===== src/logic/cic_pkg.sv =====
/*
 * cic_pkg: constants and types shared by the charger input/control register block.
 * Assumes an 8-bit register file reached through a two-wire serial target port.
 */
package cic_pkg;

   // ****************************************
   // serial target port
   // ****************************************
   localparam logic [6:0] I2C_TARGET_ADDR = 7'h6a;
   localparam logic [7:0] NUM_REGS = 8'h02;
   localparam logic [7:0] UNMAPPED_RD = 8'hff;
   // synchroniser reset: psel=0, ce_n=1, sda=1, scl=1
   localparam logic [3:0] SYNC_RST = 4'h7;

   // ****************************************
   // register offsets and reset values
   // ****************************************
   localparam logic [7:0] INLIM_OFS = 8'h00;
   localparam logic [7:0] CTRL0_OFS = 8'h01;
   localparam logic [7:0] INLIM_RST = 8'h17;
   localparam logic [7:0] CTRL0_RST = 8'h1a;
   // fields that also return to default on watchdog expiry
   localparam logic [7:0] WD_MASK0 = 8'h80;
   localparam logic [7:0] WD_MASK1 = 8'h50;

   // ****************************************
   // field positions
   // ****************************************
   localparam int HIZ_BIT = 7;
   localparam int TSOVR_BIT = 6;
   localparam int RSNS_BIT = 5;
   localparam int ILIM_MSB = 4;
   localparam int PFM_BIT = 7;
   localparam int KICK_BIT = 6;
   localparam int CHGEN_BIT = 4;
   localparam int SYSMIN_MSB = 3;
   localparam int SYSMIN_LSB = 1;

   // ****************************************
   // input current limit coding
   // ****************************************
   localparam logic [4:0] ILIM_PSEL_HIGH = 5'h04;
   localparam logic [4:0] ILIM_PSEL_LOW = 5'h17;
   localparam logic [11:0] ILIM_OFFSET_MA = 12'h064;
   localparam logic [11:0] ILIM_STEP_MA = 12'h064;

   typedef enum logic [2:0] {ST_IDLE, ST_ADDR, ST_PTR, ST_WDATA, ST_ACK, ST_RDATA,
                             ST_RACK} cic_i2c_t;

   // limit code to milliamps: offset plus binary weights
   function automatic logic [11:0] ilim_ma(input logic [4:0] code);
      ilim_ma = ILIM_OFFSET_MA + ILIM_STEP_MA * {7'h00, code};
   endfunction : ilim_ma

   // system minimum voltage code to millivolts
   function automatic logic [11:0] sysmin_mv(input logic [2:0] code);
      case (code)
         3'h0: sysmin_mv = 12'ha28;
         3'h1: sysmin_mv = 12'haf0;
         3'h2: sysmin_mv = 12'hbb8;
         3'h3: sysmin_mv = 12'hc80;
         3'h4: sysmin_mv = 12'hd48;
         3'h5: sysmin_mv = 12'hdac;
         3'h6: sysmin_mv = 12'he10;
         default: sysmin_mv = 12'he74;
      endcase
   endfunction : sysmin_mv

endpackage : cic_pkg


===== src/logic/cic_sync.sv =====
/*
 * cic_sync: three-flop synchroniser with agreement filter for pin inputs.
 * Assumes inputs are asynchronous to clock; output changes once stages 2 and 3 agree.
 */
`timescale 1ns/1ps
module cic_sync import cic_pkg::*; #(
   parameter int W = 4,
   parameter logic [W-1:0] RST_VAL = '0
) (
   input wire logic clock,
   input wire logic rstn,
   input wire logic [W-1:0] din,
   output logic [W-1:0] dout
);

   typedef struct packed {
      logic [W-1:0] s1;
      logic [W-1:0] s2;
      logic [W-1:0] s3;
      logic [W-1:0] q;
   } cic_sync_t;

   cic_sync_t s_ff;
   cic_sync_t nxt_s;

   // ****************************************
   // shift and filter
   // ****************************************
   // first stage feeds only the second; a glitch shorter than a cycle never reaches q
   always_comb begin
      nxt_s = s_ff;
      nxt_s.s1 = din;
      nxt_s.s2 = s_ff.s1;
      nxt_s.s3 = s_ff.s2;
      for (int i = 0; i < W; i++) begin
         if (s_ff.s2[i] == s_ff.s3[i]) begin
            nxt_s.q[i] = s_ff.s3[i];
         end
      end
   end

   // register the state, reset to idle pin levels
   always_ff @(posedge clock) begin
      if (!rstn) begin
         s_ff <= {RST_VAL, RST_VAL, RST_VAL, RST_VAL};
      end else begin
         s_ff <= nxt_s;
      end
   end

   assign dout = s_ff.q;

endmodule : cic_sync


===== src/logic/cic_regs.sv =====
/*
 * cic_regs: input-limit and charger-control registers behind a serial target port.
 * Assumes the host drives the serial clock and that analog loops read the field outputs.
 */
// What this block does
// - An 8-bit read/write register at offset 0x00 holds input controls, reset 0x17.
// - An 8-bit read/write register at offset 0x01 holds charger controls, reset 0x1a.
// - Bit 7 of the input register enables the high-impedance state in buck mode.
// - Bit 6 set makes the thermistor always good for charging and reports fault 000.
// - Bit 5 picks regulation through the battery pin (1) or remote sense pin (0).
// - Bits 4:0 are the input limit: 100 mA offset plus 100 mA per code step.
// - The input limit resets to code 10111, which is 2400 mA.
// - Source detection loads 500 mA when the select pin is high, 2.4 A when low.
// - High-impedance, kick and charge enable also return to default on watchdog expiry.
// - Bit 7 of the control register disables pulse-frequency mode when set.
// - Writing 1 to bit 6 restarts the watchdog and the bit then clears itself.
// - Charging needs chip enable low, charge enable bit set and nonzero current.
// - Bits 3:1 select system minimum voltage from 2.6 V to 3.7 V, default 3.5 V.
// - The registers are reached as serial target at 7-bit address 0x6a.
// - Any register write moves the charger from default mode to host mode.
`timescale 1ns/1ps
module cic_regs import cic_pkg::*; (
   input wire logic clock,
   input wire logic rstn,
   input wire logic scl_pin,
   input wire logic sda_pin_i,
   output logic sda_pin_o,
   output logic sda_pin_oe,
   input wire logic ce_n_pin,
   input wire logic psel_pin,
   input wire logic reg_reset,
   input wire logic wdog_expire,
   input wire logic src_detect_done,
   input wire logic ts_good,
   input wire logic [2:0] thermistor_fault_code_raw,
   input wire logic ichg_nonzero,
   output logic high_impedance_enable,
   output logic temp_sense_override,
   output logic remote_sense_disable,
   output logic [4:0] input_current_limit,
   output logic [11:0] input_limit_ma,
   output logic pulse_freq_mode_disable,
   output logic watchdog_restart,
   output logic charge_enable_bit,
   output logic [2:0] system_min_voltage,
   output logic [11:0] system_min_voltage_mv,
   output logic [2:0] thermistor_fault_code,
   output logic charge_active,
   output logic host_mode
);

   // ****************************************
   // state
   // ****************************************
   typedef struct packed {
      cic_i2c_t st;
      cic_i2c_t ack_nxt;
      logic [7:0] sh;
      logic [2:0] cnt;
      logic got;
      logic [7:0] ptr;
      logic oe;
      logic scl_q;
      logic sda_q;
      logic [7:0] reg0;
      logic [7:0] reg1;
      logic host;
      logic chg;
      logic [2:0] ntc;
   } cic_state_t;

   cic_state_t s_ff;
   cic_state_t nxt_s;
   logic [3:0] pins_f;
   logic scl_f;
   logic sda_f;
   logic ce_n_f;
   logic psel_f;
   logic rise;
   logic fall;
   logic start;
   logic stop;
   logic wr_en;

   // read data; offsets past the map read as all ones
   function automatic logic [7:0] rd_byte(input logic [7:0] p, input logic [7:0] r0,
                                          input logic [7:0] r1);
      if (p == INLIM_OFS) begin
         rd_byte = r0;
      end else if (p == CTRL0_OFS) begin
         rd_byte = r1;
      end else begin
         rd_byte = UNMAPPED_RD;
      end
   endfunction : rd_byte

   // ****************************************
   // pin synchronisers
   // ****************************************
   cic_sync #(.W(4), .RST_VAL(SYNC_RST)) u_sync (
      .clock(clock),
      .rstn(rstn),
      .din({psel_pin, ce_n_pin, sda_pin_i, scl_pin}),
      .dout(pins_f)
   );

   assign scl_f = pins_f[0];
   assign sda_f = pins_f[1];
   assign ce_n_f = pins_f[2];
   assign psel_f = pins_f[3];

   // bus events seen on the filtered lines
   assign rise = scl_f & ~s_ff.scl_q;
   assign fall = ~scl_f & s_ff.scl_q;
   assign start = scl_f & s_ff.scl_q & s_ff.sda_q & ~sda_f;
   assign stop = scl_f & s_ff.scl_q & ~s_ff.sda_q & sda_f;

   // ****************************************
   // next-state logic
   // ****************************************
   always_comb begin
      nxt_s = s_ff;
      wr_en = 1'b0;
      nxt_s.scl_q = scl_f;
      nxt_s.sda_q = sda_f;
      // kick lives one cycle: that cycle is the restart pulse
      if (s_ff.reg1[KICK_BIT]) begin
         nxt_s.reg1[KICK_BIT] = 1'b0;
      end
      case (s_ff.st)
         ST_ADDR, ST_PTR, ST_WDATA: begin
            if (rise) begin
               nxt_s.sh = {s_ff.sh[6:0], sda_f};
               nxt_s.cnt = s_ff.cnt + 3'h1;
               nxt_s.got = (s_ff.cnt == 3'h7);
            end
            // a byte is decided on the falling edge after its eighth bit
            if (fall && s_ff.got) begin
               nxt_s.got = 1'b0;
               nxt_s.st = ST_IDLE;
               case (s_ff.st)
                  ST_ADDR: begin
                     if (s_ff.sh[7:1] == I2C_TARGET_ADDR) begin
                        nxt_s.ack_nxt = s_ff.sh[0] ? ST_RDATA : ST_PTR;
                        nxt_s.st = ST_ACK;
                        nxt_s.oe = 1'b1;
                     end
                  end
                  ST_PTR: begin
                     // undefined offsets are not acknowledged
                     if (s_ff.sh < NUM_REGS) begin
                        nxt_s.ptr = s_ff.sh;
                        nxt_s.ack_nxt = ST_WDATA;
                        nxt_s.st = ST_ACK;
                        nxt_s.oe = 1'b1;
                     end
                  end
                  default: begin
                     if (s_ff.ptr < NUM_REGS) begin
                        wr_en = 1'b1;
                        nxt_s.ptr = s_ff.ptr + 8'h01;
                        nxt_s.ack_nxt = ST_WDATA;
                        nxt_s.st = ST_ACK;
                        nxt_s.oe = 1'b1;
                     end
                  end
               endcase
            end
         end
         ST_ACK: begin
            if (fall) begin
               nxt_s.st = s_ff.ack_nxt;
               nxt_s.cnt = 3'h0;
               nxt_s.oe = 1'b0;
               if (s_ff.ack_nxt == ST_RDATA) begin
                  nxt_s.sh = rd_byte(s_ff.ptr, s_ff.reg0, s_ff.reg1);
                  nxt_s.oe = ~nxt_s.sh[7];
               end
            end
         end
         ST_RDATA: begin
            if (fall) begin
               if (s_ff.cnt == 3'h7) begin
                  nxt_s.st = ST_RACK;
                  nxt_s.oe = 1'b0;
                  nxt_s.ptr = s_ff.ptr + 8'h01;
               end else begin
                  nxt_s.cnt = s_ff.cnt + 3'h1;
                  nxt_s.sh = {s_ff.sh[6:0], 1'b0};
                  nxt_s.oe = ~s_ff.sh[6];
               end
            end
         end
         ST_RACK: begin
            if (rise) begin
               nxt_s.got = ~sda_f;
            end
            // host ack continues the burst, nack ends it
            if (fall) begin
               nxt_s.got = 1'b0;
               if (s_ff.got) begin
                  nxt_s.st = ST_RDATA;
                  nxt_s.cnt = 3'h0;
                  nxt_s.sh = rd_byte(s_ff.ptr, s_ff.reg0, s_ff.reg1);
                  nxt_s.oe = ~nxt_s.sh[7];
               end else begin
                  nxt_s.st = ST_IDLE;
               end
            end
         end
         default: ;
      endcase
      if (start) begin
         nxt_s.st = ST_ADDR;
         nxt_s.cnt = 3'h0;
         nxt_s.got = 1'b0;
         nxt_s.oe = 1'b0;
      end else if (stop) begin
         nxt_s.st = ST_IDLE;
         nxt_s.oe = 1'b0;
      end
      // whole-byte store keeps reserved bits as written
      if (wr_en) begin
         if (s_ff.ptr == INLIM_OFS) begin
            nxt_s.reg0 = s_ff.sh;
         end else begin
            nxt_s.reg1 = s_ff.sh;
         end
      end
      // source detection overrides a host write in the same cycle
      if (src_detect_done) begin
         nxt_s.reg0[ILIM_MSB:0] = psel_f ? ILIM_PSEL_HIGH : ILIM_PSEL_LOW;
      end
      if (wdog_expire) begin
         nxt_s.reg0 = (nxt_s.reg0 & ~WD_MASK0) | (INLIM_RST & WD_MASK0);
         nxt_s.reg1 = (nxt_s.reg1 & ~WD_MASK1) | (CTRL0_RST & WD_MASK1);
         nxt_s.host = 1'b0;
      end
      // a write in the expiry cycle still lands in host mode
      if (wr_en) begin
         nxt_s.host = 1'b1;
      end
      if (reg_reset) begin
         nxt_s.reg0 = INLIM_RST;
         nxt_s.reg1 = CTRL0_RST;
         nxt_s.host = 1'b0;
      end
      nxt_s.chg = ~ce_n_f & s_ff.reg1[CHGEN_BIT] & ichg_nonzero
                  & (s_ff.reg0[TSOVR_BIT] | ts_good);
      nxt_s.ntc = s_ff.reg0[TSOVR_BIT] ? 3'h0 : thermistor_fault_code_raw;
   end

   // register the whole state
   always_ff @(posedge clock) begin
      if (!rstn) begin
         s_ff <= '0;
         s_ff.scl_q <= 1'b1;
         s_ff.sda_q <= 1'b1;
         s_ff.reg0 <= INLIM_RST;
         s_ff.reg1 <= CTRL0_RST;
      end else begin
         s_ff <= nxt_s;
      end
   end

   // ****************************************
   // outputs
   // ****************************************
   // open-drain data line: only ever pulled low
   assign sda_pin_o = 1'b0;
   assign sda_pin_oe = s_ff.oe;
   assign high_impedance_enable = s_ff.reg0[HIZ_BIT];
   assign temp_sense_override = s_ff.reg0[TSOVR_BIT];
   assign remote_sense_disable = s_ff.reg0[RSNS_BIT];
   assign input_current_limit = s_ff.reg0[ILIM_MSB:0];
   assign input_limit_ma = ilim_ma(s_ff.reg0[ILIM_MSB:0]);
   assign pulse_freq_mode_disable = s_ff.reg1[PFM_BIT];
   assign watchdog_restart = s_ff.reg1[KICK_BIT];
   assign charge_enable_bit = s_ff.reg1[CHGEN_BIT];
   assign system_min_voltage = s_ff.reg1[SYSMIN_MSB:SYSMIN_LSB];
   assign system_min_voltage_mv = sysmin_mv(s_ff.reg1[SYSMIN_MSB:SYSMIN_LSB]);
   assign thermistor_fault_code = s_ff.ntc;
   assign charge_active = s_ff.chg;
   assign host_mode = s_ff.host;
endmodule : cic_regs


===== config.mk =====
export PLATFORM = sky130hd
export DESIGN_NAME = cic_regs
export DESIGN_NICKNAME = d
export VERILOG_FILES = /design/src/logic/cic_pkg.sv /design/src/logic/cic_sync.sv /design/src/logic/cic_regs.sv
export SDC_FILE = /design/constraint.sdc
export NUM_CORES = 1
export LEC_CHECK = 0
export BUFFER_PORTS_ARGS = -buffer_cell sky130_fd_sc_hd__buf_4
export CAP_MARGIN = 20
export CORE_UTILIZATION = 64
export CTS_BUF_LIST = sky130_fd_sc_hd__clkbuf_2 sky130_fd_sc_hd__clkbuf_4 sky130_fd_sc_hd__clkbuf_8
export DETAILED_ROUTE_END_ITERATION = 10
export GPL_ROUTABILITY_DRIVEN = 0
export PLACE_DENSITY = 0.93
export SLEW_MARGIN = 20
export SYNTH_ARGS = -nofsm -noshare
export SYNTH_HDL_FRONTEND = slang
export SYNTH_SLANG_ARGS = --single-unit

===== constraint.sdc =====
create_clock -name clock -period 6.2 [get_ports clock]
set_input_delay 0 -clock clock [delete_from_list [all_inputs] [get_ports clock]]
set_output_delay 0 -clock clock [all_outputs]
set_load 0.01 [all_outputs]

==> results.txt <==
Seq cells post-synth - 66
CTS Hold Bufs - 12
clk root buf - clkbuf_8
vias in the first global route - 3398
initial antenna violation count - 0
fraction of the yosys area taken by sequential cells - 32.9%
most used flip-flop cell after synthesis - dfxtp_1
RSZ-0062 raised after global routing - no
Routed WL - 9.93 mm
cell taking the most area after synthesis - dfxtp_1
slew at the pin closest to its max-slew limit - 0.796 ns
clock slew seen by the registers of the worst setup and hold paths - 0.07 ns
clk sinks - 66
final worst path period need - 3.11 ns
switching part of the total - 20.4%
grt peak-use layer - met2
status - finished, final reports clean
drt drc - 0
CTS tree - yes
Chip Width - 81.2 um
Tot GR Track Use - 31.4%
DR WL/cell - 16.7 um
Resize count post-CTS - 0
clock buffer depth - 2
Reg power frac - 49.1%
gr ovfl total - 0
met2 usage in global routing - 53.9%
ranking of synthesized cells by area - dfxtp_1, ha_1, nand2b_1
Cell Int Power - 0.000705 W
Initial Utilization - 67.1%
layout cell share with drive strength beyond 1 - 16.5%
leading cell types by count after synthesis - dfxtp_1, nand2_1, nor2_1
Async SR Flop Fraction - 0%
Final Hold Fails - 0
Die Y - 81.2 um
Die ar. - 0.00660 mm^2
first-pass GRT wire length - 15.8 mm
total core area - 0.00599 mm^2
Syn Inst Count - 485
worst ir drop on vdd - 0.000164 V
Synth cell types - 55
DRT iter0 DRCs - 342
most common cell in the synthesized netlist - dfxtp_1
Routed Antenna Nets - 0
largest net degree at the start of global routing - 46
critical path class - flop to output port
Synth top area share - 32.9%
Cell Area, Placed - 0.00426 mm^2
port bufs - 52
CP Data Arrival Time - 3.11 ns
Clk Latency, worst-skew pair - 0.34 ns
Pleak - 1.94 nW
Slew Limit Headroom - 46.5%
placed wire-length estimate - 6.70 mm
clock skew - 0.00506 ns
Core Rows - 28
met3 usage - 6.85%
cell area power density - 192 mW/mm^2
TritonRoute pass-1 iters - 5
n_diodes - 0
endpoints failing setup - 0
Crit. End Element - output port
IO Count - 59
Worst Path Max Fanout - 6
Crit path required time - 6.20 ns
clock power share - 46.7%
routing usage on met1 - 38.1%
Net Sw Power - 0.000181 W
average size of a mapped cell - 8.28 um^2
fin util - 77.0%
area delta synth->final - 14.8%
Final #Nets - 554
max-capacitance violation count - 0
Fin Setup TNS - 0 ns
depth of the CTS H-tree - 3
Peak Freq - 322 MHz
post-CTS setup buffer count - 0
Max Slew Vio Count - 0
Num CTS Buffers - 9
synth warn - 0
Vias - 3715
vias per std cell - 6.23
Gate power share - 4.3%
EDFF count, synth - 0
Min-Delay Path Class - input port to flop
CP Launch Type - flop
mapped cell area - 0.00402 mm^2
cell area after layout - 0.00461 mm^2
fin crit share - 50.1%
## power by group through the flow
stage / combinational [W] / clock (W) / sequential, W
after floorplan: 0.0000273 / 0 / 0.000440
after global placement: 0.0000304 / 0 / 0.000443
after detailed placement: 0.0000313 / 0 / 0.000444
after CTS: 0.0000372 / 0.000414 / 0.000434
after global routing: 0.0000411 / 0.000430 / 0.000435
final: 0.0000378 / 0.000413 / 0.000434
## cells in the final DEF (no fill, tap or decap), types with 4 or more instances in the layout
master	n
a21oi_1	32
dlygate4sd3_1	12
and3_1	10
nand3_1	15
inv_1	16
nor2_1	33
or2_2	4
nand2_1	40
a221o_1	9
nor3b_1	4
clkbuf_8	10
o2bb2ai_1	5
nor3_1	10
o221a_2	5
xnor2_1	6
nor2b_1	10
xor2_1	11
o221ai_1	4
and2_1	8
dfxtp_1	66
clkbuf_4	4
conb_1	6
ha_1	23
a21boi_0	4
nand4_1	4
nand2b_1	27
buf_4	52
o21ai_0	28
a22oi_1	4
mux2i_1	11
a32oi_1	4
## critical path, cell delays in order (launching register included)
cell and delay [ns]:
dfxtp_1 0.45, ha_1 0.27, ha_1 0.28, ha_1 0.23
fa_1 0.41, a21o_1 0.19, a21oi_1 0.16, xor2_1 0.12
nor3_1 0.32, xnor2_1 0.18, buf_4 0.15
## per-stage QoR
| step | cells | power [W] | setup slack, ns | hold slack [ns] |
|---|---|---|---|---|
| 3_3_place_gp | 568 | 0.000474 | 3.68 | 0.183 |
| 2_1_floorplan | 489 | 0.000467 | 3.82 | 0.0793 |
| 4_1_cts | 596 | 0.000885 | 3.09 | 0.0374 |
| 6_report | 596 | 0.000885 | 3.09 | 0.0463 |
| 5_1_grt | 596 | 0.000906 | 2.97 | 0.0512 |
| 3_5_place_dp | 568 | 0.000475 | 3.46 | 0.188 |
## path summary, 6_finish.rpt
path                     startpoint                  to  slack [ns]  cells past startpoint
min reg2reg        u_sync.nxt_s[10]     u_sync.nxt_s[6]        0.41                      1
max          input_current_limit[1]  input_limit_ma[11]        3.09                     10
max reg2reg                s_ff[48]            s_ff[27]        3.63                      5
min                            rstn     u_sync.nxt_s[6]        0.05                      2
## per-layer routing
layer	wire, um	up-vias
met1	3990	1730
met2	4880	193
met3	773	36
li1	-	1756
met5	0	-
met4	296	0
## logic make-up after synthesis
group	synth area share (%)
AO/OA/AOI/OAI	20.0
buffers and inverters	7.91
flip-flops	32.9
XOR/XNOR	3.71
multiplexers	2.74
other	0.187
adder cells (fa/ha/maj)	7.66
AND/OR/NAND/NOR	24.9
## sequential cells by signal, summed over array words and instances, names as in the netlist, 3 cells and up
register / count
thermistor_fault_code: 3
u_sync.s_ff: 4
system_min_voltage: 3
u_sync.dout: 4
input_current_limit: 5
u_sync.nxt_s: 8
s_ff: 30
## area by class of cell
cell class	instances	area, um^2
clock inverters	2	60.1
multi-input cells	359	2400
flip-flops and latches	66	1320
inverters	16	60.1
clock buffers	14	168
fillers	407	1380
repair buffers	64	510
well taps	75	93.8
No activity file was read; power rests on OpenSTA's default activity.
